File: src/hdl/aoc_defines.vh
/*
 * Constants for the alarm output conditioning block: register offsets,
 * field positions, reset values and encodings.
 * Assumes inclusion by bare name from the design files.
 */
`ifndef AOC_DEFINES_VH
`define AOC_DEFINES_VH

// ----------------------------------------------------------------------
// Register byte offsets
// ----------------------------------------------------------------------
`define AOC_REG_CTRL      12'h000
`define AOC_REG_POLARITY  12'h004
`define AOC_REG_HYST      12'h008
`define AOC_REG_ALTYPE    12'h00C
`define AOC_REG_STATUS    12'h010
`define AOC_REG_IRQ_STAT  12'h014
`define AOC_REG_IRQ_MASK  12'h018
`define AOC_REG_OUTPUTS   12'h01C

// ----------------------------------------------------------------------
// Control register fields
// ----------------------------------------------------------------------
`define AOC_CTRL_REARM_BIT     0
`define AOC_CTRL_HBENABLE_BIT  1
`define AOC_CTRL_LATCH_BIT     2
`define AOC_CTRL_RESET         32'h0000_0002

// Standby re-arm choices.
`define AOC_REARM_A            1'b0
`define AOC_REARM_B            1'b1

// Heater hysteresis in units of 0.1 A.
`define AOC_HYST_MIN           10'h001
`define AOC_HYST_MAX           10'h1F4
`define AOC_HYST_RESET         10'h001
`define AOC_HYST_W             10

// Alarm type codes that carry a standby sequence.
`define AOC_TYPE_SB5           4'h5
`define AOC_TYPE_SB6           4'h6
`define AOC_TYPE_SB7           4'h7
`define AOC_TYPE_SB10          4'hA
`define AOC_TYPE_SB11          4'hB

// Interrupt status bit positions.
`define AOC_IRQ_HB_SET         0
`define AOC_IRQ_HB_CLR         1
`define AOC_IRQ_REARM          2
`define AOC_IRQ_W              3

// AXI responses.
`define AOC_RESP_OKAY          2'b00
`define AOC_RESP_SLVERR        2'b10

`endif

File: src/hdl/aoc_pin_sync.v
/*
 * Three-stage synchroniser for a group of asynchronous pins.
 * A change is accepted once the second and third stages agree.
 * Assumes the pins are slow relative to clk.
 */
`timescale 1ns/100ps
`default_nettype none

module aoc_pin_sync #(
  parameter WIDTH = 1
) (
  input  wire             clk,
  input  wire             rst_n,
  input  wire [WIDTH-1:0] pinIn,
  output reg  [WIDTH-1:0] pinOut
);

  reg [WIDTH-1:0] stage1;
  reg [WIDTH-1:0] stage2;
  reg [WIDTH-1:0] stage3;

  genvar i;
  generate
    for (i = 0; i < WIDTH; i = i + 1) begin : gBit
      always @(posedge clk or negedge rst_n) begin
        if (!rst_n) begin
          stage1[i] <= 1'b0;
          stage2[i] <= 1'b0;
          stage3[i] <= 1'b0;
          pinOut[i] <= 1'b0;
        end else begin
          stage1[i] <= pinIn[i];
          stage2[i] <= stage1[i];
          stage3[i] <= stage2[i];
          // Only stages two and three are compared; stage one may be metastable.
          if (stage2[i] == stage3[i]) begin
            pinOut[i] <= stage3[i];
          end
        end
      end
    end
  endgenerate

endmodule

`default_nettype wire

File: src/hdl/aoc_alarm_output.v
/*
 * Alarm and auxiliary output conditioning: standby re-arm, heater alarm
 * latch and hysteresis, forced-off levels, output polarity, indicators,
 * an AXI4-Lite register slave and a level interrupt.
 * Assumes alarm evaluation and level tracking are done on clk elsewhere;
 * key and event-input cancel requests arrive on asynchronous pins.
 */
// Design decisions made here: the AXI4-Lite slave port and the address map.
// Summary of operation
// Standby re-arm applies only to alarm types 5, 6, 7, 10 and 11.
// A control bit selects which events re-arm a released standby sequence.
// Choice A re-arms on start, power-on, alarm value, shift, slope or set-point change.
// Choice A ignores set-point changes caused by the remote set point.
// Choice B re-arms the standby sequence only at power-on.
// Alarm outputs are forced off in setting, communication, advanced, calibration levels.
// Each auxiliary output 1 to 4 has its own polarity bit, close default.
// Close-in-alarm drives the pin with the function state unchanged.
// Open-in-alarm drives the pin with the inverted function state.
// Indicators follow the function state whatever the polarity.
// The heater alarm has an enable which resets to on.
// With latch on, heater alarm holds until 0.0 A, power cycle or cancel.
// With latching in use, initial setting level turns the alarm off.
// Hysteresis 0.1 to 50.0 A, default 0.1, only when enabled and unlatched.
// Polarity is applied after latching and forced-off handling.
// A cancel request is one pulse clearing the latch the next cycle.
`timescale 1ns/100ps
`default_nettype none
`include "aoc_defines.vh"

module aoc_alarm_output #(
  parameter NUM_ALARMS = 4,
  parameter NUM_AUX    = 4,
  parameter CUR_W      = 10
) (
  input  wire                  clk,
  input  wire                  rst_n,
  // AXI4-Lite slave.
  input  wire [11:0]           s_axi_awaddr,
  input  wire                  s_axi_awvalid,
  output reg                   s_axi_awready,
  input  wire [31:0]           s_axi_wdata,
  input  wire [3:0]            s_axi_wstrb,
  input  wire                  s_axi_wvalid,
  output reg                   s_axi_wready,
  output reg  [1:0]            s_axi_bresp,
  output reg                   s_axi_bvalid,
  input  wire                  s_axi_bready,
  input  wire [11:0]           s_axi_araddr,
  input  wire                  s_axi_arvalid,
  output reg                   s_axi_arready,
  output reg  [31:0]           s_axi_rdata,
  output reg  [1:0]            s_axi_rresp,
  output reg                   s_axi_rvalid,
  input  wire                  s_axi_rready,
  // Same-clock inputs from alarm evaluation and level tracking.
  input  wire [NUM_ALARMS-1:0] alarmRaw,
  input  wire                  controlStart,
  input  wire                  alarmLimitChange,
  input  wire                  inputShiftChange,
  input  wire                  inputSlopeChange,
  input  wire                  setPointChange,
  input  wire                  remoteSetPointChange,
  input  wire                  levelInitialSetting,
  input  wire                  levelCommSetting,
  input  wire                  levelAdvancedSetting,
  input  wire                  levelCalibration,
  input  wire [CUR_W-1:0]      heaterCurrent,
  input  wire [CUR_W-1:0]      heaterThreshold,
  input  wire [NUM_AUX-1:0]    auxFunctionSelect,
  // Asynchronous cancel pins.
  input  wire                  function_key,
  input  wire                  latch_cancel_function,
  // Outputs.
  output reg  [NUM_ALARMS-1:0] standbyRearm,
  output reg                   heater_break_alarm,
  output reg  [NUM_AUX-1:0]    auxOut,
  output reg  [NUM_AUX-1:0]    aux_indicators,
  output reg                   irq
);

  // --------------------------------------------------------------------
  // Decoding helpers
  // --------------------------------------------------------------------
  function isStandbyType;
    input [3:0] code;
    begin
      isStandbyType = (code == `AOC_TYPE_SB5) || (code == `AOC_TYPE_SB6) ||
                      (code == `AOC_TYPE_SB7) || (code == `AOC_TYPE_SB10) ||
                      (code == `AOC_TYPE_SB11);
    end
  endfunction

  function [CUR_W-1:0] clampHyst;
    input [CUR_W-1:0] v;
    begin
      if (v < `AOC_HYST_MIN) begin
        clampHyst = `AOC_HYST_MIN;
      end else if (v > `AOC_HYST_MAX) begin
        clampHyst = `AOC_HYST_MAX;
      end else begin
        clampHyst = v;
      end
    end
  endfunction

  // --------------------------------------------------------------------
  // Registers
  // --------------------------------------------------------------------
  reg [31:0]               ctrlReg;
  reg [NUM_AUX-1:0]        polarity;
  reg [CUR_W-1:0]          hystReg;
  reg [4*NUM_ALARMS-1:0]   alarmType;
  reg [`AOC_IRQ_W-1:0]     irqStat;
  reg [`AOC_IRQ_W-1:0]     irqMask;

  wire rearmSelect  = ctrlReg[`AOC_CTRL_REARM_BIT];
  wire hbEnable     = ctrlReg[`AOC_CTRL_HBENABLE_BIT];
  wire latchEnable  = ctrlReg[`AOC_CTRL_LATCH_BIT];

  // --------------------------------------------------------------------
  // Cancel pins
  // --------------------------------------------------------------------
  wire [1:0] cancelLevel;
  reg  [1:0] cancelPrev;
  reg        cancelPulse;

  aoc_pin_sync #(
    .WIDTH (2)
  ) uPinSync (
    .clk    (clk),
    .rst_n  (rst_n),
    .pinIn  ({latch_cancel_function, function_key}),
    .pinOut (cancelLevel)
  );

  always @(posedge clk or negedge rst_n) begin
    if (!rst_n) begin
      cancelPrev  <= 2'b00;
      cancelPulse <= 1'b0;
    end else begin
      cancelPrev  <= cancelLevel;
      // A held key yields one pulse per press.
      cancelPulse <= |(cancelLevel & ~cancelPrev);
    end
  end

  // --------------------------------------------------------------------
  // Power-on marker and standby re-arm
  // --------------------------------------------------------------------
  reg powerOnDone;
  reg [NUM_ALARMS-1:0] next_standbyRearm;
  reg                  rearmEvent;

  always @* begin
    rearmEvent = ~powerOnDone;
    if (rearmSelect == `AOC_REARM_A) begin
      rearmEvent = ~powerOnDone | controlStart | alarmLimitChange |
                   inputShiftChange | inputSlopeChange |
                   (setPointChange & ~remoteSetPointChange);
    end
  end

  genvar g;
  generate
    for (g = 0; g < NUM_ALARMS; g = g + 1) begin : gRearm
      always @* begin
        next_standbyRearm[g] = rearmEvent & isStandbyType(alarmType[4*g +: 4]);
      end
    end
  endgenerate

  // --------------------------------------------------------------------
  // Heater alarm with hysteresis and latch
  // --------------------------------------------------------------------
  wire forceOff = levelInitialSetting | levelCommSetting |
                  levelAdvancedSetting | levelCalibration;
  wire [CUR_W:0] releaseLevel = {1'b0, heaterThreshold} + {1'b0, hystReg};
  wire thresholdZero = (heaterThreshold == {CUR_W{1'b0}});
  wire below   = ({1'b0, heaterCurrent} < {1'b0, heaterThreshold});
  wire above   = ({1'b0, heaterCurrent} >= releaseLevel);
  reg  hbState;
  reg  next_hbState;

  always @* begin
    next_hbState = hbState;
    if (!hbEnable || thresholdZero) begin
      next_hbState = 1'b0;
    end else if (latchEnable) begin
      if (cancelPulse || levelInitialSetting) begin
        next_hbState = 1'b0;
      end else if (below) begin
        next_hbState = 1'b1;
      end
    end else begin
      // Detection band opens at the threshold, closes above it.
      if (below) begin
        next_hbState = 1'b1;
      end else if (above) begin
        next_hbState = 1'b0;
      end
    end
  end

  // Final alarm state per auxiliary output, polarity applied last.
  reg [NUM_AUX-1:0] funcState;
  integer k;
  always @* begin
    for (k = 0; k < NUM_AUX; k = k + 1) begin
      if (auxFunctionSelect[k]) begin
        funcState[k] = next_hbState & ~forceOff;
      end else begin
        funcState[k] = alarmRaw[k % NUM_ALARMS] & ~forceOff;
      end
    end
  end

  always @(posedge clk or negedge rst_n) begin
    if (!rst_n) begin
      powerOnDone        <= 1'b0;
      standbyRearm       <= {NUM_ALARMS{1'b0}};
      hbState            <= 1'b0;
      heater_break_alarm <= 1'b0;
      auxOut             <= {NUM_AUX{1'b0}};
      aux_indicators     <= {NUM_AUX{1'b0}};
    end else begin
      powerOnDone        <= 1'b1;
      standbyRearm       <= next_standbyRearm;
      hbState            <= next_hbState;
      heater_break_alarm <= next_hbState & ~forceOff;
      auxOut             <= funcState ^ polarity;
      aux_indicators     <= funcState;
    end
  end

  // --------------------------------------------------------------------
  // AXI4-Lite write channel
  // --------------------------------------------------------------------
  reg        awHeld;
  reg        wHeld;
  reg [11:0] awAddr;
  reg [31:0] wData;
  reg [3:0]  wStrb;
  wire       doWrite = awHeld & wHeld & ~s_axi_bvalid;
  wire [`AOC_IRQ_W-1:0] irqEvents = {|next_standbyRearm,
                                      hbState & ~next_hbState,
                                      ~hbState & next_hbState};
  reg [`AOC_IRQ_W-1:0] irqClear;

  always @* begin
    irqClear = {`AOC_IRQ_W{1'b0}};
    if (doWrite && awAddr == `AOC_REG_IRQ_STAT && wStrb[0]) begin
      irqClear = wData[`AOC_IRQ_W-1:0];
    end
  end

  always @(posedge clk or negedge rst_n) begin
    if (!rst_n) begin
      awHeld        <= 1'b0;
      wHeld         <= 1'b0;
      awAddr        <= 12'h000;
      wData         <= 32'h0000_0000;
      wStrb         <= 4'h0;
      s_axi_awready <= 1'b0;
      s_axi_wready  <= 1'b0;
      s_axi_bvalid  <= 1'b0;
      s_axi_bresp   <= `AOC_RESP_OKAY;
      ctrlReg       <= `AOC_CTRL_RESET;
      polarity      <= {NUM_AUX{1'b0}};
      hystReg       <= `AOC_HYST_RESET;
      alarmType     <= {4*NUM_ALARMS{1'b0}};
      irqStat       <= {`AOC_IRQ_W{1'b0}};
      irqMask       <= {`AOC_IRQ_W{1'b0}};
      irq           <= 1'b0;
    end else begin
      s_axi_awready <= ~awHeld & ~s_axi_awready & s_axi_awvalid;
      s_axi_wready  <= ~wHeld & ~s_axi_wready & s_axi_wvalid;
      if (s_axi_awvalid && s_axi_awready) begin
        awHeld <= 1'b1;
        awAddr <= s_axi_awaddr;
      end
      if (s_axi_wvalid && s_axi_wready) begin
        wHeld <= 1'b1;
        wData <= s_axi_wdata;
        wStrb <= s_axi_wstrb;
      end
      if (doWrite) begin
        awHeld       <= 1'b0;
        wHeld        <= 1'b0;
        s_axi_bvalid <= 1'b1;
        s_axi_bresp  <= `AOC_RESP_OKAY;
        case (awAddr)
          `AOC_REG_CTRL: begin
            if (wStrb[0]) begin
              ctrlReg[7:0] <= wData[7:0];
            end
          end
          `AOC_REG_POLARITY: begin
            if (wStrb[0]) begin
              polarity <= wData[NUM_AUX-1:0];
            end
          end
          `AOC_REG_HYST: begin
            if (wStrb[0] && wStrb[1]) begin
              hystReg <= clampHyst(wData[CUR_W-1:0]);
            end
          end
          `AOC_REG_ALTYPE: begin
            if (wStrb[0] && wStrb[1]) begin
              alarmType <= wData[4*NUM_ALARMS-1:0];
            end
          end
          `AOC_REG_IRQ_STAT: begin
          end
          `AOC_REG_IRQ_MASK: begin
            if (wStrb[0]) begin
              irqMask <= wData[`AOC_IRQ_W-1:0];
            end
          end
          default: begin
            s_axi_bresp <= `AOC_RESP_SLVERR;
          end
        endcase
      end else if (s_axi_bvalid && s_axi_bready) begin
        s_axi_bvalid <= 1'b0;
      end
      // A new event wins over a clear in the same cycle.
      irqStat <= (irqStat & ~irqClear) | irqEvents;
      irq     <= |(((irqStat & ~irqClear) | irqEvents) & irqMask);
    end
  end

  // --------------------------------------------------------------------
  // AXI4-Lite read channel
  // --------------------------------------------------------------------
  always @(posedge clk or negedge rst_n) begin
    if (!rst_n) begin
      s_axi_arready <= 1'b0;
      s_axi_rvalid  <= 1'b0;
      s_axi_rdata   <= 32'h0000_0000;
      s_axi_rresp   <= `AOC_RESP_OKAY;
    end else begin
      s_axi_arready <= ~s_axi_rvalid & ~s_axi_arready & s_axi_arvalid;
      if (s_axi_arvalid && s_axi_arready) begin
        s_axi_rvalid <= 1'b1;
        s_axi_rresp  <= `AOC_RESP_OKAY;
        s_axi_rdata  <= 32'h0000_0000;
        case (s_axi_araddr)
          `AOC_REG_CTRL:     s_axi_rdata[7:0] <= ctrlReg[7:0];
          `AOC_REG_POLARITY: s_axi_rdata[NUM_AUX-1:0] <= polarity;
          `AOC_REG_HYST:     s_axi_rdata[CUR_W-1:0] <= hystReg;
          `AOC_REG_ALTYPE:   s_axi_rdata[4*NUM_ALARMS-1:0] <= alarmType;
          `AOC_REG_STATUS:   s_axi_rdata[NUM_ALARMS:0] <= {hbState, standbyRearm};
          `AOC_REG_IRQ_STAT: s_axi_rdata[`AOC_IRQ_W-1:0] <= irqStat;
          `AOC_REG_IRQ_MASK: s_axi_rdata[`AOC_IRQ_W-1:0] <= irqMask;
          `AOC_REG_OUTPUTS:  s_axi_rdata[2*NUM_AUX-1:0] <= {aux_indicators, auxOut};
          default:           s_axi_rresp <= `AOC_RESP_SLVERR;
        endcase
      end else if (s_axi_rvalid && s_axi_rready) begin
        s_axi_rvalid <= 1'b0;
      end
    end
  end

endmodule

`default_nettype wire

File: config.mk
export PLATFORM = sky130hd
export DESIGN_NAME = aoc_alarm_output
export DESIGN_NICKNAME = d
export VERILOG_FILES = /design/src/hdl/aoc_pin_sync.v /design/src/hdl/aoc_alarm_output.v
export VERILOG_INCLUDE_DIRS = /design/src /design/src/hdl
export SDC_FILE = /design/constraint.sdc
export NUM_CORES = 1
export LEC_CHECK = 0
export BUFFER_PORTS_ARGS = -buffer_cell sky130_fd_sc_hd__buf_2
export CAP_MARGIN = 0
export CORE_UTILIZATION = 52
export DETAILED_ROUTE_END_ITERATION = 12
export GPL_ROUTABILITY_DRIVEN = 0
export PLACE_DENSITY = 0.78
export SETUP_SLACK_MARGIN = 0.15
export SYNTH_ARGS = -nofsm -noshare
export SYNTH_HDL_FRONTEND = slang
export SYNTH_SLANG_ARGS = --single-unit
File: constraint.sdc
create_clock -name clk -period 7.1 [get_ports clk]
set_clock_uncertainty 0.2 [all_clocks]
set_input_delay 1.775 -clock clk [delete_from_list [all_inputs] [get_ports clk]]
set_output_delay 1.775 -clock clk [all_outputs]
set_load 0.02 [all_outputs]
# Yosys cells after proc, flatten, opt, wreduce, memory -nomap -nowiden

Cells that the tools add are included.

Bits of input ports: 107
Output and inout bits: 55
Register bits: 128
Word-level logic and storage cells: 196

Equal/unequal tests: 34
Muxes and demuxes: 30
Reduce and logical (&&, ||, !) cells: 44
Bitwise gates (word level): 47
Add/sub/neg operators: 1
Order comparisons: 4

Operators by type and width:

| operator            | count |
|---|---|
| $eq 12x5->1 const B | 6 |
| $eq 12x4->1 const B | 4 |
| $eq 4x3->1 const B  | 12 |
| $eq 4x4->1 const B  | 8 |
| $eq 12x3->1 const B | 2 |
| $logic_not 12->1    | 2 |
| $pmux 3 s8          | 1 |
| $and 1x1->1         | 20 |
| $mux 10             | 2 |
| $mux 1              | 19 |
| $logic_or 1x1->1    | 18 |
| $reduce_and 3->1    | 5 |
| $not 1->1           | 12 |
| $pmux 3 s4          | 1 |
| $add 10x10->11      | 1 |
| $ge 10x11->1        | 1 |
| $gt 10x9->1 const B | 1 |
| $logic_not 10->1    | 1 |
| $lt 10x1->1 const B | 1 |
| $lt 10x10->1        | 1 |
| $logic_and 1x1->1   | 8 |
| $or 1x1->1          | 8 |
| $reduce_bool 2->1   | 4 |
| $reduce_or 8->1     | 1 |
| 18 further kinds    | 21 |

# Logic depth before layout (Yosys ltp)

Depth after elaboration: 12
Depth in mapped cells: 16

# Hierarchy

From an unflattened synthesis, not the netlist that was laid out.

Cell total of the unflattened synthesis: 549
Area total of the unflattened synthesis: 6328.6 sq um

Modules (own cells, without submodules):

| module           | area each (sq um) | times used | cells each | sequential area each (sq um) |
|---|---|---|---|---|
| aoc_alarm_output | 6105.9            | 1          | 539        | 2955.3 |
| aoc_pin_sync     | 222.7             | 1          | 10         | 200.2 |

# Worst setup path after synthesis

No wires, ideal clock.

Path type: input-to-reg
Start: input heaterThreshold[1]
End: register auxOut[2]
Stages on the path: 14
Data required time: 6.768 ns
Buffers on the path: 0
Path slack: 1.571 ns
Setup time: 0.132 ns
Data arrival time: 5.198 ns
Cell sequence: ha_1 -> a21o_1 -> a21oi_1 -> o21bai_1 -> a2111oi_0 -> nor4_1 -> nor4bb_1 -> ha_1 -> a22o_1 -> nor4b_1 -> o21ai_0 -> a211oi_2 -> nor4_1 -> or3b_1

Cells in the longest elaborated chain, start to end: 9
Elaborated cells on any way between the ends: 14
Classes of those cells: add/sub (1); order compare (2); mux (7); bitwise (2); reduce/logical (2)

RTL lines:

| element              | RTL line               | text |
|---|---|---|
| start, declared      | aoc_alarm_output.v:68  | `input wire [CUR_W-1:0] heaterThreshold,` |
| $add 10x10->11       | aoc_alarm_output.v:177 | `wire [CUR_W:0] releaseLevel = {1'b0, heaterThreshold} + {1'b0, hystReg};` |
| $ge 10x11->1         | aoc_alarm_output.v:180 | `wire above = ({1'b0, heaterCurrent} >= releaseLevel);` |
| $mux 1               | aoc_alarm_output.v:198 | `end else if (above) begin` |
| $mux 1               | aoc_alarm_output.v:196 | `if (below) begin` |
| $mux 1               | aoc_alarm_output.v:188 | `end else if (latchEnable) begin` |
| $mux 1 (*)           | aoc_alarm_output.v:186 | `if (!hbEnable \|\| thresholdZero) begin` |
| $and 1x1->1 (*)      | aoc_alarm_output.v:210 | `funcState[k] = next_hbState & ~forceOff;` |
| $mux 1 (*)           | aoc_alarm_output.v:209 | `if (auxFunctionSelect[k]) begin` |
| $xor 4x4->4 (*)      | aoc_alarm_output.v:230 | `auxOut <= funcState ^ polarity;` |
| end signal, assigned | aoc_alarm_output.v:223 | `auxOut <= {NUM_AUX{1'b0}};` |
| end signal, assigned | aoc_alarm_output.v:230 |  |
| end, declared        | aoc_alarm_output.v:76  | `output reg [NUM_AUX-1:0] auxOut,` |

Every way passes the cells marked *; elsewhere a longest branch is shown, timed or not.
A chain may end at the register's enable or synchronous reset.

# Worst setup path in the final report

Ends and elaborated chain as after synthesis.

==> results.py <==
metrics = {
    "outcome": {
        "outcome": "finished clean",
    },
    "timing": {
        "period_needed_ps": 6390,
        "setup_viol": 0,
        "fmax_ghz": 0.157,
        "max_slew.worst_pin.slew_ps": 1140,
        "slew_violations": 0,
        "tns_ps": 0,
        "slew_headroom_pct": 23.6,
        "period_share_pct": 90.0,
        "finalHoldViolations": 0,
        "grt_setup_unrepaired": "no",
    },
    "place": {
        "numPortBuffers": 125,
        "place_area_sq_um": 7220,
        "hpwl_mm": 11.6,
    },
    "hold_path": {
        "hp-class": "register to register",
    },
    "layout": {
        "antenna-diode-count": 0,
        "nets": 845,
        "layout_common_cells": "dfrtp_1 (124), buf_2 (124), mux2_2 (59)",
        "drive_gt1_share_pct": 34.3,
        "syn_to_final_growth_pct": 20.3,
        "stdcell_area_sq_um": 7870,
    },
    "die": {
        "rows": 40,
        "die_area_sq_um": 13000,
        "core_area_sq_um": 12100,
        "die_h_microns": 114,
        "initial_utilization_pct": 54.0,
        "dieWidth_microns": 114,
        "ios": 162,
    },
    "power": {
        "swShare_pct": 27.1,
        "pwr-share-clk_pct": 41.8,
        "power_frac_seq_pct": 43.4,
        "p_int_mw": 1.62,
        "p_leak_nw": 3.83,
        "p_sw_uw": 602,
        "worst_ir_drop_vdd_uv": 247,
        "combinationalPowerShare_pct": 14.8,
        "power_density_nw_per_um2": 282,
    },
    "detailed_routing": {
        "drt-pass1-iter-count": 5,
        "vias": 5093,
        "ant_nets": 0,
        "drt_wl_total_mm": 15.7,
        "first_iter_violations": 290,
        "viasPerCell": 5.73,
        "drcViolationCount": 0,
        "drt-wirelength-per-cell_microns": 17.6,
    },
    "clock_network": {
        "cts_hold_buf": 0,
        "numCtsBuffers": 17,
        "post_cts_buffers": 0,
        "cts_tree": "built",
        "cts_max_level": 4,
        "clk_latency_ps": 420,
        "cts_resized": 0,
        "clk_pin_slew_worst_paths_ps": 60,
        "clock_sinks": 126,
        "clockBufferDepth": 2,
        "root_buffer": "clkbuf_16",
    },
    "synthesis": {
        "postSynthAreaPerCell_sq_um": 11.2,
        "synth_edf_count": 0,
        "syn-cell-area_sq_um": 6540,
        "ys_seq_elements": 126,
        "ys.flop_type": "dfrtp_1",
        "yosys_warnings": 0,
        "syn_inst": 583,
        "ys_types": 71,
        "ys_seq_area_share_pct": 48.3,
        "async_flop_share_pct": 100,
    },
    "worst_setup_path": {
        "crit_end": "auxOut[2]$_DFF_PN0_",
        "reg2regPathDepth": 14,
        "rr_endpoint": "auxOut[2]$_DFF_PN0_",
        "worstSetupPathType": "input port to register",
        "cp-start-kind": "input port",
        "crit_arrival_ps": 6480,
        "endpoint_kind": "register",
        "startpoint": "heaterThreshold[1]",
        "cp.required_ps": 7200,
        "crit_fanout": 10,
        "r2r_slack_ps": 1800,
        "r2r-start": "hystReg[1]$_DFFE_PN0P_",
    },
    "global_route": {
        "grt_pass1_wl_mm": 25.6,
        "grt_overflow": 0,
        "grt_max_degree": 77,
        "grt_use_met2_pct": 43.6,
        "global_route.peak_usage_layer": "met2",
        "grt_pass1_vias": 5208,
        "use_met1_pct": 31.6,
        "grt.total_usage_pct": 26.1,
        "antenna_found_initial": 0,
        "met3_usage_pct": 6.99,
    },
    "run": {
        "maxCapViolCount": 0,
    },
}
-- cells by family after synthesis --
group	Yosys count	share of synthesized area (%)
AND/OR/NAND/NOR	148	12.9
flip-flops	126	48.3
AO/OA/AOI/OAI	125	12.4
multiplexers	76	13.9
buffers and inverters	66	5.15
adder cells (fa/ha/maj)	32	6.16
XOR/XNOR	8	1.07
other	2	0.115
-- area by class of cell --
cell class	count	area (sq um)
Clock buffer	21	480
Clock inverter	11	161
Fill cell	960	4250
Inverter	28	105
Multi-Input combinational cell	408	3110
Sequential cell	126	3160
Tap cell	168	210
Timing Repair Buffer	127	643
-- Yosys cell counts, drive strengths merged, types with 11 or more instances --
master	n	area (sq um)
clkbuf	12	45.0
mux2	59	664
inv	28	105
nand2	34	128
dfrtp	124	3100
buf	25	178
ha	29	363
nand3	16	80.1
o21ai	43	215
nor2	24	90.1
a21oi	23	119
mux2i	11	110
-- stage by stage --
step | instances | total power, mW | util [%] | setup slack, ps | hold WS (ps)
3_5_place_dp | 857 | 1.30 | 59.6 | 482 | 142
6_report | 889 | 2.22 | 64.9 | 713 | 156
4_1_cts | 889 | 2.23 | 64.9 | 894 | 155
5_1_grt | 889 | 2.32 | 64.9 | 539 | 155
2_1_floorplan | 600 | 1.17 | - | 1570 | 131
3_3_place_gp | 857 | 1.27 | 59.6 | 775 | 143
-- power by group through the flow --
stage / Combinational (mW) / Clock [mW] / Sequential (mW)
2_1_floorplan: 0.245 / 0 / 0.922
3_3_place_gp: 0.311 / 0 / 0.961
3_5_place_dp: 0.329 / 0 / 0.971
4_1_cts: 0.332 / 0.943 / 0.960
5_1_grt: 0.369 / 0.973 / 0.980
6_report: 0.329 / 0.928 / 0.963
-- layer usage --
| layer | wire length [microns] | vias to the layer above |
|---|---|---|
| li1 | - | 2342 |
| met1 | 6350 | 2477 |
| met2 | 7750 | 225 |
| met3 | 1080 | 49 |
| met4 | 503 | 0 |
| met5 | 0 | - |
-- worst min path at each step --
stage	start	to	depth (start not counted)
final	uPinSync.stage1[0]$_DFF_PN0_	uPinSync.stage2[0]$_DFF_PN0_	0
after global routing	uPinSync.stage1[0]$_DFF_PN0_	uPinSync.stage2[0]$_DFF_PN0_	0
after CTS	uPinSync.stage1[0]$_DFF_PN0_	uPinSync.stage2[0]$_DFF_PN0_	0
after detailed placement	uPinSync.stage1[0]$_DFF_PN0_	uPinSync.stage2[0]$_DFF_PN0_	0
after global placement	uPinSync.stage1[0]$_DFF_PN0_	uPinSync.stage2[0]$_DFF_PN0_	0
after floorplan	uPinSync.stage1[0]$_DFF_PN0_	uPinSync.stage2[0]$_DFF_PN0_	0
-- registers in the layout, indices dropped and copies added, names as in the netlist, 8 cells and up --
signal,flops
s_axi_rdata,16
alarmType,16
ctrlReg,8
hystReg,10
wData,16
awAddr,12
-- worst max-delay path, stage by stage --
cell	delay (ps)
buf_2	120
ha_1	290
a21o_1	190
a21oi_1	240
o21bai_1	130
a2111oi_0	970
nor4_1	130
nor4bb_1	390
ha_1	320
a22o_1	180
nor4b_1	310
o21ai_0	200
a211oi_2	700
nor4_1	160
or3b_1	370
No activity file was read; power rests on OpenSTA's default activity.
